**config.mk**
```make
export PLATFORM = sky130hd
export DESIGN_NAME = gptu_top
export DESIGN_NICKNAME = d
export VERILOG_FILES = /design/src/rtl/gptu_pkg.sv /design/src/rtl/gptu_counter.sv /design/src/rtl/gptu_top.sv
export SDC_FILE = /design/constraint.sdc
export NUM_CORES = 1
export LEC_CHECK = 0
export BUFFER_PORTS_ARGS = -buffer_cell sky130_fd_sc_hd__buf_4
export CELL_PAD_IN_SITES_DETAIL_PLACEMENT = 0
export CELL_PAD_IN_SITES_GLOBAL_PLACEMENT = 1
export CORE_MARGIN = 10
export CORE_UTILIZATION = 42
export DETAILED_ROUTE_END_ITERATION = 8
export GPL_TIMING_DRIVEN = 0
export PLACE_DENSITY = 0.75
export SETUP_SLACK_MARGIN = 0.05
export SLEW_MARGIN = 20
export SYNTH_ARGS = -nofsm -noshare
export SYNTH_HDL_FRONTEND = slang
export SYNTH_SLANG_ARGS = --single-unit
export TNS_END_PERCENT = 30
```
**constraint.sdc**
```tcl
create_clock -name clk_i -period 4 [get_ports clk_i]
set_input_delay 0 -clock clk_i [delete_from_list [all_inputs] [get_ports clk_i]]
set_output_delay 0 -clock clk_i [all_outputs]
set_load 0.01 [all_outputs]
```
**src/rtl/gptu_pkg.sv**
```systemverilog
// Package for the general purpose timer unit: offsets, fields, reset values.
// Assumes a 32-bit classic Wishbone slave with word-aligned registers.
package gptu_pkg;
    // ========================================================================
    // Clock and timing
    // ========================================================================
    localparam int unsigned CLK_HZ = 20000000;
    localparam int unsigned M1_RES_NS = 400;
    localparam int unsigned M2_RES_NS = 200;
    localparam int unsigned CLK_NS = 1000000000 / CLK_HZ;
    localparam int unsigned M1_BASE_DIV = (M1_RES_NS + CLK_NS - 1) / CLK_NS;
    localparam int unsigned M2_BASE_DIV = (M2_RES_NS + CLK_NS - 1) / CLK_NS;

    // ========================================================================
    // Register byte offsets
    // ========================================================================
    localparam logic [7:0] OFS_CTL_A = 8'h00;
    localparam logic [7:0] OFS_CTL_C = 8'h04;
    localparam logic [7:0] OFS_CTL_B = 8'h08;
    localparam logic [7:0] OFS_CTL_S = 8'h0c;
    localparam logic [7:0] OFS_CTL_T = 8'h10;
    localparam logic [7:0] OFS_CNT_A = 8'h14;
    localparam logic [7:0] OFS_CNT_C = 8'h18;
    localparam logic [7:0] OFS_CNT_B = 8'h1c;
    localparam logic [7:0] OFS_CNT_S = 8'h20;
    localparam logic [7:0] OFS_CNT_T = 8'h24;
    localparam logic [7:0] OFS_CAPTURE_RELOAD_REG = 8'h28;
    localparam logic [7:0] OFS_STATUS = 8'h2c;
    localparam logic [7:0] OFS_MASK = 8'h30;

    // ========================================================================
    // Timer control fields (same layout for all five timers)
    // ========================================================================
    localparam int F_PRE_LO = 0;    // prescaler exponent, 3 bits
    localparam int F_MODE_LO = 3;   // mode, 3 bits
    localparam int F_RUN = 6;
    localparam int F_DOWN = 7;
    localparam int F_EXTDIR = 8;    // direction pin may flip direction
    localparam int F_GATE_HI = 9;   // gate active level
    localparam int F_EDGE_LO = 10;  // 2 bits: event edge select
    localparam int F_OUT_EN = 12;   // toggle latch to pin
    localparam int F_REL_LO = 13;   // core: reload by latch rise/fall enables
    localparam int F_CLR_S = 15;    // module two: clear after capture
    localparam int CTL_W = 16;

    // Modes (3-bit encoding)
    localparam logic [2:0] MODE_TIMER = 3'h0;
    localparam logic [2:0] MODE_COUNT = 3'h1;
    localparam logic [2:0] MODE_GATE = 3'h2;
    localparam logic [2:0] MODE_CHAIN = 3'h3;   // clocked by partner toggle latch
    localparam logic [2:0] MODE_RELOAD = 3'h4;
    localparam logic [2:0] MODE_CAPTURE = 3'h5;

    // Status bits
    localparam int ST_A = 0;
    localparam int ST_C = 1;
    localparam int ST_B = 2;
    localparam int ST_S = 3;
    localparam int ST_T = 4;
    localparam int ST_CR = 5;
    localparam int ST_W = 6;

    localparam logic [15:0] CTL_RST = 16'h0000;
    localparam logic [15:0] CNT_RST = 16'h0000;
endpackage : gptu_pkg

```
**src/rtl/gptu_counter.sv**
```systemverilog
// One 16-bit up/down timer with load port and wrap event.
// Assumes the count enable is a single-cycle pulse in the clk_i domain.
`timescale 1ns/1ps
module gptu_counter #(
    parameter int W = 16
) (
    // Clock and reset
    input wire logic clk_i,
    input wire logic rst_i,
    // Count control
    input wire logic inc_i,
    input wire logic down_i,
    input wire logic load_i,
    input wire logic [W-1:0] load_val_i,
    // State
    output logic [W-1:0] count_o,
    output logic wrap_o
);
    // ========================================================================
    // Counter
    // ========================================================================
    // Wrap is combinational so a reload can replace the wrapped value at once
    assign wrap_o = inc_i && (down_i ? (count_o == '0) : (count_o == '1));

    // Load has priority so software and reload writes are never lost to a count step
    always_ff @(posedge clk_i) begin
        if (rst_i) begin
            count_o <= '0;
        end else if (load_i) begin
            count_o <= load_val_i;
        end else if (inc_i) begin
            count_o <= down_i ? count_o - 1'b1 : count_o + 1'b1;
        end
    end
endmodule : gptu_counter

```
**src/rtl/gptu_top.sv**
```systemverilog
// Two-module general purpose timer unit behind a classic Wishbone slave.
// Assumes timer pins are synchronous to clk_i and already debounced.
//
// Decided for this implementation: the address map and the Wishbone interface to the registers.
`timescale 1ns/1ps

module gptu_top (
    // Clock and reset
    input wire logic clk_i,
    input wire logic rst_i,
    // Wishbone slave
    input wire logic cyc_i,
    input wire logic stb_i,
    input wire logic we_i,
    input wire logic [7:0] adr_i,
    input wire logic [3:0] sel_i,
    input wire logic [31:0] dat_i,
    output logic [31:0] dat_o,
    output logic ack_o,
    // Timer pins, index 0..4 = aux a, core, aux b, second aux, base
    input wire logic [4:0] timer_input_pin_i,
    input wire logic [4:0] direction_input_pin_i,
    input wire logic capture_input_pin_i,
    output logic core_toggle_output_pin_o,
    output logic auxb_toggle_output_pin_o,
    output logic base_toggle_output_pin_o,
    // Feed to the capture/compare timers
    output logic capcom_clock_o,
    // Interrupt
    output logic irq_o
);
    import gptu_pkg::*;

    // ========================================================================
    // Registers and state
    // ========================================================================
    logic [CTL_W-1:0] ctl [5];
    logic [15:0] cnt [5];
    logic [4:0] inc;
    logic [4:0] ld;
    logic [15:0] ld_val [5];
    logic [4:0] wrap;
    logic [4:0] down;
    logic [4:0] pin_q;
    logic [4:0] pin_ev;
    logic [4:0] pin_rise;
    logic [4:0] pin_fall;
    logic [15:0] capture_reload_reg;
    logic cap_q;
    logic cap_ev;
    logic core_toggle_latch;
    logic auxb_toggle_latch;
    logic base_toggle_latch;
    logic core_tl_q;
    logic auxb_tl_q;
    logic base_tl_q;
    logic [ST_W-1:0] status;
    logic [ST_W-1:0] mask;
    logic [ST_W-1:0] ev;
    logic [15:0] pre_cnt;
    logic [15:0] next_pre_cnt;
    logic m1_tick;
    logic m2_tick;
    logic [7:0] m1_div;
    logic [7:0] m2_div;
    logic wb_req;
    logic wb_wr;
    logic [31:0] wdat;

    // ========================================================================
    // Base prescalers
    // ========================================================================
    // Base ticks at the finest period of each module
    always_ff @(posedge clk_i) begin
        if (rst_i) begin
            m1_div <= 8'h00;
            m2_div <= 8'h00;
        end else begin
            m1_div <= (m1_div == 8'(M1_BASE_DIV - 1)) ? 8'h00 : m1_div + 8'h01;
            m2_div <= (m2_div == 8'(M2_BASE_DIV - 1)) ? 8'h00 : m2_div + 8'h01;
        end
    end
    assign m1_tick = (m1_div == 8'(M1_BASE_DIV - 1));
    assign m2_tick = (m2_div == 8'(M2_BASE_DIV - 1));

    // Free running prescale chain; each timer needs as many low bits clear as its exponent
    assign next_pre_cnt = pre_cnt + 16'h0001;
    always_ff @(posedge clk_i) begin
        if (rst_i) begin
            pre_cnt <= 16'h0000;
        end else begin
            pre_cnt <= next_pre_cnt;
        end
    end

    // ========================================================================
    // Pin edge detection
    // ========================================================================
    always_ff @(posedge clk_i) begin
        if (rst_i) begin
            pin_q <= 5'h00;
            cap_q <= 1'b0;
            core_tl_q <= 1'b0;
            auxb_tl_q <= 1'b0;
            base_tl_q <= 1'b0;
        end else begin
            pin_q <= timer_input_pin_i;
            cap_q <= capture_input_pin_i;
            core_tl_q <= core_toggle_latch;
            auxb_tl_q <= auxb_toggle_latch;
            base_tl_q <= base_toggle_latch;
        end
    end
    assign pin_rise = timer_input_pin_i & ~pin_q;
    assign pin_fall = ~timer_input_pin_i & pin_q;
    // Edge select: 01 rise, 10 fall, 11 both; 00 none
    for (genvar i = 0; i < 5; i++) begin : g_ev
        assign pin_ev[i] = (ctl[i][F_EDGE_LO] & pin_rise[i])
                         | (ctl[i][F_EDGE_LO+1] & pin_fall[i]);
    end
    assign cap_ev = (ctl[4][F_EDGE_LO] & capture_input_pin_i & ~cap_q)
                  | (ctl[4][F_EDGE_LO+1] & ~capture_input_pin_i & cap_q);

    // ========================================================================
    // Count enables per timer
    // ========================================================================
    always_comb begin
        for (int i = 0; i < 5; i++) begin
            logic tick;
            logic pre_hit;
            logic chain_ev;
            tick = (i < 3) ? m1_tick : m2_tick;
            pre_hit = tick && ((pre_cnt & ((16'h0001 << ctl[i][F_PRE_LO +: 3]) - 16'h0001))
                      == 16'h0000);
            // Aux timers clock from the partner toggle latch edge
            chain_ev = 1'b0;
            if (i == 0 || i == 2) begin
                chain_ev = core_toggle_latch ^ core_tl_q;
            end else if (i == 3) begin
                chain_ev = base_toggle_latch ^ base_tl_q;
            end
            inc[i] = 1'b0;
            if (ctl[i][F_RUN]) begin
                case (ctl[i][F_MODE_LO +: 3])
                    MODE_TIMER: inc[i] = pre_hit;
                    MODE_COUNT: inc[i] = pin_ev[i];
                    MODE_GATE: inc[i] = pre_hit && (timer_input_pin_i[i] == ctl[i][F_GATE_HI]) && (i < 3);
                    MODE_CHAIN: inc[i] = chain_ev && (i != 1) && (i != 4);
                    default: inc[i] = 1'b0;                       // Capture and unused modes stop
                    MODE_RELOAD: inc[i] = pre_hit && i == 4;
                endcase
            end
            // Software direction, optionally flipped by the pin
            down[i] = ctl[i][F_DOWN] ^ (ctl[i][F_EXTDIR] & direction_input_pin_i[i]);
        end
    end

    // ========================================================================
    // Loads: software writes, reloads, capture clear
    // ========================================================================
    logic core_rel_a;
    logic core_rel_b;
    logic core_tl_rise;
    logic core_tl_fall;
    assign core_tl_rise = core_toggle_latch & ~core_tl_q;
    assign core_tl_fall = ~core_toggle_latch & core_tl_q;
    // Reload by own pin event or chosen latch transition
    // Aux a on rise and aux b on fall makes continuous PWM
    assign core_rel_a = (ctl[0][F_MODE_LO +: 3] == MODE_RELOAD)
                      && (pin_ev[0] || (ctl[0][F_REL_LO] && core_tl_rise)
                          || (ctl[0][F_REL_LO+1] && core_tl_fall));
    assign core_rel_b = (ctl[2][F_MODE_LO +: 3] == MODE_RELOAD)
                      && (pin_ev[2] || (ctl[2][F_REL_LO] && core_tl_rise)
                          || (ctl[2][F_REL_LO+1] && core_tl_fall));

    always_comb begin
        for (int i = 0; i < 5; i++) begin
            ld[i] = wb_wr && (adr_i == OFS_CNT_A + 8'(4 * i));
            ld_val[i] = wdat[15:0];
        end
        // Capture core value into aux timer on its pin
        if (ctl[0][F_MODE_LO +: 3] == MODE_CAPTURE && pin_ev[0]) begin
            ld[0] = 1'b1;
            ld_val[0] = cnt[1];
        end
        if (ctl[2][F_MODE_LO +: 3] == MODE_CAPTURE && pin_ev[2]) begin
            ld[2] = 1'b1;
            ld_val[2] = cnt[1];
        end
        if (core_rel_a) begin
            ld[1] = 1'b1;
            ld_val[1] = cnt[0];
        end else if (core_rel_b) begin
            ld[1] = 1'b1;
            ld_val[1] = cnt[2];
        end
        // Base timer reloads from the register on each wrap
        if (wrap[4] && ctl[4][F_MODE_LO +: 3] == MODE_RELOAD) begin
            ld[4] = 1'b1;
            ld_val[4] = capture_reload_reg;
        end
        // Second aux cleared right after capture if chosen
        if (cap_ev && ctl[3][F_CLR_S]) begin
            ld[3] = 1'b1;
            ld_val[3] = 16'h0000;
        end
    end

    // Five identical counters
    for (genvar i = 0; i < 5; i++) begin : g_tmr
        gptu_counter #(.W(16)) u_cnt (
            .clk_i(clk_i),
            .rst_i(rst_i),
            .inc_i(inc[i]),
            .down_i(down[i]),
            .load_i(ld[i]),
            .load_val_i(ld_val[i]),
            .count_o(cnt[i]),
            .wrap_o(wrap[i])
        );
    end

    // ========================================================================
    // Toggle latches and capture/reload register
    // ========================================================================
    // Latches invert on each wrap
    always_ff @(posedge clk_i) begin
        if (rst_i) begin
            core_toggle_latch <= 1'b0;
            auxb_toggle_latch <= 1'b0;
            base_toggle_latch <= 1'b0;
        end else begin
            if (wrap[1]) core_toggle_latch <= ~core_toggle_latch;
            if (wrap[2]) auxb_toggle_latch <= ~auxb_toggle_latch;
            if (wrap[4]) base_toggle_latch <= ~base_toggle_latch;
        end
    end

    // Capture second aux value on capture pin edge
    always_ff @(posedge clk_i) begin
        if (rst_i) begin
            capture_reload_reg <= CNT_RST;
        end else if (cap_ev) begin
            capture_reload_reg <= cnt[3];
        end else if (wb_wr && adr_i == OFS_CAPTURE_RELOAD_REG) begin
            capture_reload_reg <= wdat[15:0];
        end
    end

    // Toggle pins driven when enabled, low otherwise; capcom feed is wrap[4] ungated
    assign core_toggle_output_pin_o = core_toggle_latch & ctl[1][F_OUT_EN];
    assign auxb_toggle_output_pin_o = auxb_toggle_latch & ctl[2][F_OUT_EN];
    assign base_toggle_output_pin_o = base_toggle_latch & ctl[4][F_OUT_EN];
    assign capcom_clock_o = wrap[4];

    // ========================================================================
    // Interrupt flags
    // ========================================================================
    assign ev = {cap_ev, wrap};
    // Set beats write-one-to-clear in the same cycle
    always_ff @(posedge clk_i) begin
        if (rst_i) begin
            status <= '0;
        end else begin
            status <= (status & ~((wb_wr && adr_i == OFS_STATUS) ? wdat[ST_W-1:0] : '0)) | ev;
        end
    end
    assign irq_o = |(status & mask);

    // ========================================================================
    // Wishbone slave
    // ========================================================================
    assign wb_req = cyc_i && stb_i && !ack_o;
    assign wb_wr = wb_req && we_i;
    // Byte lanes merge with the current value is skipped; low half needs sel[1:0]
    assign wdat = {sel_i[3] ? dat_i[31:24] : 8'h00, sel_i[2] ? dat_i[23:16] : 8'h00,
                   sel_i[1] ? dat_i[15:8] : 8'h00, sel_i[0] ? dat_i[7:0] : 8'h00};

    // Control and mask registers
    always_ff @(posedge clk_i) begin
        if (rst_i) begin
            for (int i = 0; i < 5; i++) ctl[i] <= CTL_RST;
            mask <= '0;
        end else if (wb_wr) begin
            for (int i = 0; i < 5; i++) begin
                if (adr_i == OFS_CTL_A + 8'(4 * i)) ctl[i] <= wdat[CTL_W-1:0];
            end
            if (adr_i == OFS_MASK) mask <= wdat[ST_W-1:0];
        end
    end

    // One answer, registered a cycle after the request; unmapped reads return zero
    always_ff @(posedge clk_i) begin
        if (rst_i) begin
            ack_o <= 1'b0;
            dat_o <= 32'h0000_0000;
        end else begin
            ack_o <= wb_req;
            dat_o <= 32'h0000_0000;
            if (wb_req && !we_i) begin
                for (int i = 0; i < 5; i++) begin
                    if (adr_i == OFS_CTL_A + 8'(4 * i)) dat_o <= {16'h0000, ctl[i]};
                    if (adr_i == OFS_CNT_A + 8'(4 * i)) dat_o <= {16'h0000, cnt[i]};
                end
                if (adr_i == OFS_CAPTURE_RELOAD_REG) dat_o <= {16'h0000, capture_reload_reg};
                if (adr_i == OFS_STATUS) dat_o <= {26'h0, status};
                if (adr_i == OFS_MASK) dat_o <= {26'h0, mask};
            end
        end
    end
endmodule : gptu_top

```
Yosys cells after proc, flatten, opt, wreduce, memory -nomap -nowiden
Memories as Yosys holds them, arrays and structs flattened.
Index checks and enable logic that the tools add are counted.
{"block": "word_totals", "memories": 1, "ram_bits": 80, "output_inout_bits": 38, "wordCells": 303, "register_bits": 184, "inputBits": 60}
{"block": "op_classes", "n_eq_ne": 38, "mux": 87, "n_reduce_logical": 70, "n_shift": 5, "add_sub_neg": 18, "n_bitwise": 62}
{"name": "ctl", "depth": 5, "width": 16, "rd": 5, "rd_ports_with_merged_regs": 0, "wr": 5, "line": "gptu_top.sv:37", "source": "logic [CTL_W-1:0] ctl [5];"}
{"cell": "16-bit 2-to-1 mux", "count": 39}
{"cell": "16-bit zero test", "count": 10}
{"cell": "16-bit by 1-bit subtractor with 16-bit output (second input constant)", "count": 10}
{"cell": "16-bit by 1-bit adder with 16-bit output (second input constant)", "count": 6}
{"cell": "16-bit bitwise AND", "count": 5}
{"cell": "16-bit == test (second input constant)", "count": 5}
{"cell": "1-bit by 3-bit left shift with 16-bit output (first input constant)", "count": 5}
{"cell": "8-bit by 6-bit == test with 1-bit output (second input constant)", "count": 5}
{"cell": "1-bit 2-to-1 mux", "count": 38}
{"cell": "1-bit logical AND", "count": 34}
{"cell": "8-bit by 5-bit == test with 1-bit output (second input constant)", "count": 4}
{"cell": "1-bit bitwise AND", "count": 24}
{"cell": "3-bit by 2-bit == test with 1-bit output (second input constant)", "count": 6}
{"cell": "6-bit 2-to-1 mux", "count": 3}
{"cell": "8-bit by 1-bit adder with 8-bit output (second input constant)", "count": 2}
{"cell": "8-bit by 3-bit == test with 1-bit output (second input constant)", "count": 2}
{"cell": "8-bit by 4-bit == test with 1-bit output (second input constant)", "count": 2}
{"cell": "8-bit 2-to-1 mux", "count": 2}
{"cell": "3-bit by 1-bit == test with 1-bit output (second input constant)", "count": 5}
{"cell": "3-bit == test (second input constant)", "count": 5}
{"cell": "3-bit zero test", "count": 5}
{"cell": "14-bit OR reduction", "count": 1}
{"cell": "6-bit bitwise AND", "count": 2}
{"cell": "2-bit nonzero test", "count": 6}
{"cell": "19 further kinds", "count": 54}

Depth between registers and ports, before layout
{"block": "depth", "word_depth": 14, "ltp_mapped": 12, "ltp_nobuf": 12}

Hierarchy
A second synthesis with hierarchy kept.
{"block": "hier_totals", "hier_cells": 2119, "hier_area_um2": 17498.0}
{"module": "gptu_top", "cells_per_inst": 1130, "area_per_inst_um2": 9605.5, "instances": 1, "seq_area_each_um2": 4164.0}
{"module": "gptu_counter at g_tmr[0].u_cnt ...", "cells_per_inst": 198, "area_per_inst_um2": 1589.0, "instances": 4, "seq_area_each_um2": 320.3}
{"module": "gptu_counter at g_tmr[1].u_cnt", "cells_per_inst": 197, "area_per_inst_um2": 1536.5, "instances": 1, "seq_area_each_um2": 320.3}

Least setup slack after synthesis
No wires, ideal clock.
{"block": "synth_timing", "path_type": "register to register", "startpoint": "mem ctl[1][7] (netlist: ctl[0][23])", "endpoint": "reg g_tmr[1].u_cnt.count_o[10]", "n_path_buf": 0, "stages_incl_launch_ff": 11, "arrival_time_ps": 3531, "path_slack_ps": 366, "setup_ps": 103, "period_less_slack_ps": 3634, "required_time_ps": 3897, "path_cell_list": "edfxtp_1 -> xnor2_1 -> ha_1 -> a21oi_1 -> o21ai_0 -> a2111o_1 -> a31o_2 -> a21oi_1 -> xnor2_1 -> mux2i_1 -> a2111oi_2"}
{"item": "start, declared", "line": "gptu_top.sv:37"}
{"item": "end signal, assigned", "line": "gptu_counter.sv:30", "source": "count_o <= load_val_i;"}
{"item": "end signal, assigned", "line": "gptu_counter.sv:32", "source": "count_o <= down_i ? count_o - 1'b1 : count_o + 1'b1;"}
{"item": "end, declared", "line": "gptu_counter.sv:16", "source": "output logic [W-1:0] count_o,"}

==> impl_results.md <==
- Share of layout cells above drive strength 1: 9.86%
- Inserted Clock Buffers: 30
- Drt initial violations: 2376
- Detailed-route wire length per cell: 27.2 um
- PortBufs: 60
- Slew @ Worst Pin: 1130 ps
- Slew margin rel.: 24.5%
- GRT Resource Usage Total: 28.6%
- Final Worst Setup Slack: 224 ps
- Die Height: 216 um
- Top FF cell, synth: dfxtp_1
- First-pass GRT wire length: 102 mm
- Clock Tree Buf Depth: 3
- Worst Hold Class: in -> reg
- DRC Markers: 0
- Placed Cells: 2484
- Largest net degree at the start of global routing: 21
- Starting Density: 42.6%
- H-tree depth: 1
- Final period util: 94.4%
- Area contributors post-synth: dfxtp_1 21%, edfxtp_1 15%, ha_1 6.2%
- YS warnings: 0
- Number of synthesized flops with an enable pin: 80
- Peak Freq: 0.265 GHz
- Crit path launch type: flop
- Final Hold Viols: 0
- Max Cap Viol: 0
- Final Max Slew Viols: 0
- Peak VDD IR: 241 uV
- Yosys top cell area share: 20.9%
- Synthesized cell area: 16100 um^2
- Fraction of registers with async set/reset: 0%
- Synthesis-stage register bit count: 248
- Overall Power: 6.49 mW
- Grt ovf: 0
- Vias per cell: 6.39
- Synth top cells by count: 230 x nor2_1, 168 x dfxtp_1, 150 x nand2_1
- TritonRoute pass-1 iters: 9
- Worst Path Arrival: 4280 ps
- Clock skew: 29.6 ps
- WL final: 69.5 mm
- Diode count: 0
- Worst Setup Path Type: reg -> reg
- Most common cell in the netlist: nor2_1
- Crit path required time: 4500 ps
- Initial antenna violation count: 2
- # rows: 71
- Die Footprint: 46500 um^2
- Fillers: 3710
- Die W: 216 um
- Num ports: 98
- Core Box Area: 37800 um^2
- DPL Wire Length: 51.6 mm
- Outcome: complete, no violations
- Final Non-Filler Cells: 2560
- PwrDens: 351 nW/um^2
- Place WS: 263 ps
- RSZ-0062 raised after global routing: false
- CTS tree: yes
- GPL Wtd Cong: 0.972
- Syn Inst Count: 1896
- P_leak: 7.13 nW
- Crit Path Max Fanout: 10
- Post-synthesis cell type count: 84
- Syn_area_per_cell: 8.48 um^2
- Vias: 16347
- Register area share after synthesis: 35.9%
- Largest regs: ctl x80, g_tmr.u_cnt.count_o x80
- Final Setup Violations: 0
- Antenna viol nets, final: 0
- Vias in the first global route: 15417
- CTS Sinks: 248
- CTS clock-pin slew for the worst setup and hold paths: 60 ps
- Final net count: 2170
- Period minus WS final: 3780 ps
- Clock latency on the worst-skew pair: 590 ps
- Crit. End Element: flop
- Synthesis-to-finish area growth: 14.9%
- Root buf cell: clkbuf_16
- Synth area leader: dfxtp_1
layer usage:
metal	wire length, um	GRT usage (%)	vias to the layer above	share of wire [%]
li1	-	-	7410	-
met1	29300	39.7	7786	42
met2	29000	42.0	969	42
met3	7970	5.89	180	11
met4	3220	12.8	2	4.6
met5	12	0	-	0.017
kinds of logic after synthesis:
family                   count (synthesis)  synth area share (%)
other                                    1                0.0233
buffers and inverters                  154                  4.29
multiplexers                            28                  1.79
AND/OR/NAND/NOR                        681                  20.4
adder cells (fa/ha/maj)                 85                  6.85
flip-flops                             248                  35.9
XOR/XNOR                               105                  5.72
AO/OA/AOI/OAI                          594                  25.0
power breakdown:
part | switching [mW] | total [mW] | internal (mW)
Clock | 1.15 | 2.77 | 1.62
Sequential | 0.135 | 2.81 | 2.68
Combinational | 0.580 | 0.911 | 0.331
cell usage in the layout, fill, tap and decap left out, types with 33 or more instances in the layout:
| master | instances |
|---|---|
| a211oi_1 | 69 |
| nand3_1 | 55 |
| xor2_1 | 46 |
| inv_1 | 33 |
| clkbuf_1 | 72 |
| nand2_1 | 150 |
| nor2_1 | 230 |
| o21ai_0 | 111 |
| ha_1 | 80 |
| a21oi_1 | 143 |
| buf_4 | 82 |
| xnor2_1 | 55 |
| nand4_1 | 38 |
| dfxtp_1 | 168 |
| edfxtp_1 | 80 |
| nor3_1 | 51 |
worst max-delay path, stage by stage, from the launching register on:
cell and delay [ps]:
edfxtp_1 530, nand3_1 180, inv_1 60, ha_1 260
nand2b_1 90, nand4_1 100, a2111oi_1 910, o21ai_1 460
buf_2 310, o21bai_1 410, xor2_1 250, nor2_1 120
stage by stage:
stage	setup TNS (ps)	util (%)	hold WS, ps	area [um^2]
after floorplan	0	-	128	16100
after global placement	-1800	45.6	230	17200
after global routing	0	48.9	91.0	18500
after CTS	0	48.8	19.7	18400
after detailed placement	0	45.7	243	17300
final	0	48.9	71.3	18500
final cells by class:
type / count / area (um^2) / area share (%)
multi-input combinational: 1509 / 9720 / 52.6
clock buffer: 40 / 812 / 4.40
sequential: 248 / 5770 / 31.2
timing repair inverter: 1 / 5.00 / 0.0271
tap: 511 / 639 / 3.46
clock inverter: 16 / 173 / 0.935
timing repair buffer: 81 / 658 / 3.56
buffer: 118 / 556 / 3.01
inverter: 36 / 143 / 0.772
worst paths after layout:
check              from                         to  slack (ps)  cells after the start
max          ctl[0][32]          auxb_toggle_latch         220                     11
min               cyc_i  g_tmr[3].u_cnt.count_o[3]          70                      5
max reg2reg  ctl[0][32]          auxb_toggle_latch         220                     11
min reg2reg   m2_div[0]                  m2_div[0]         470                      1
what timing repair did:
item                                    4_1_cts  5_1_grt
resized for setup                             0        7
hold buffers                                 17        0
endpoints found under the hold margin        17        0
setup buffers                                 0        2
endpoints found under the setup margin        0        3
Power figures use the tool's default switching activity.
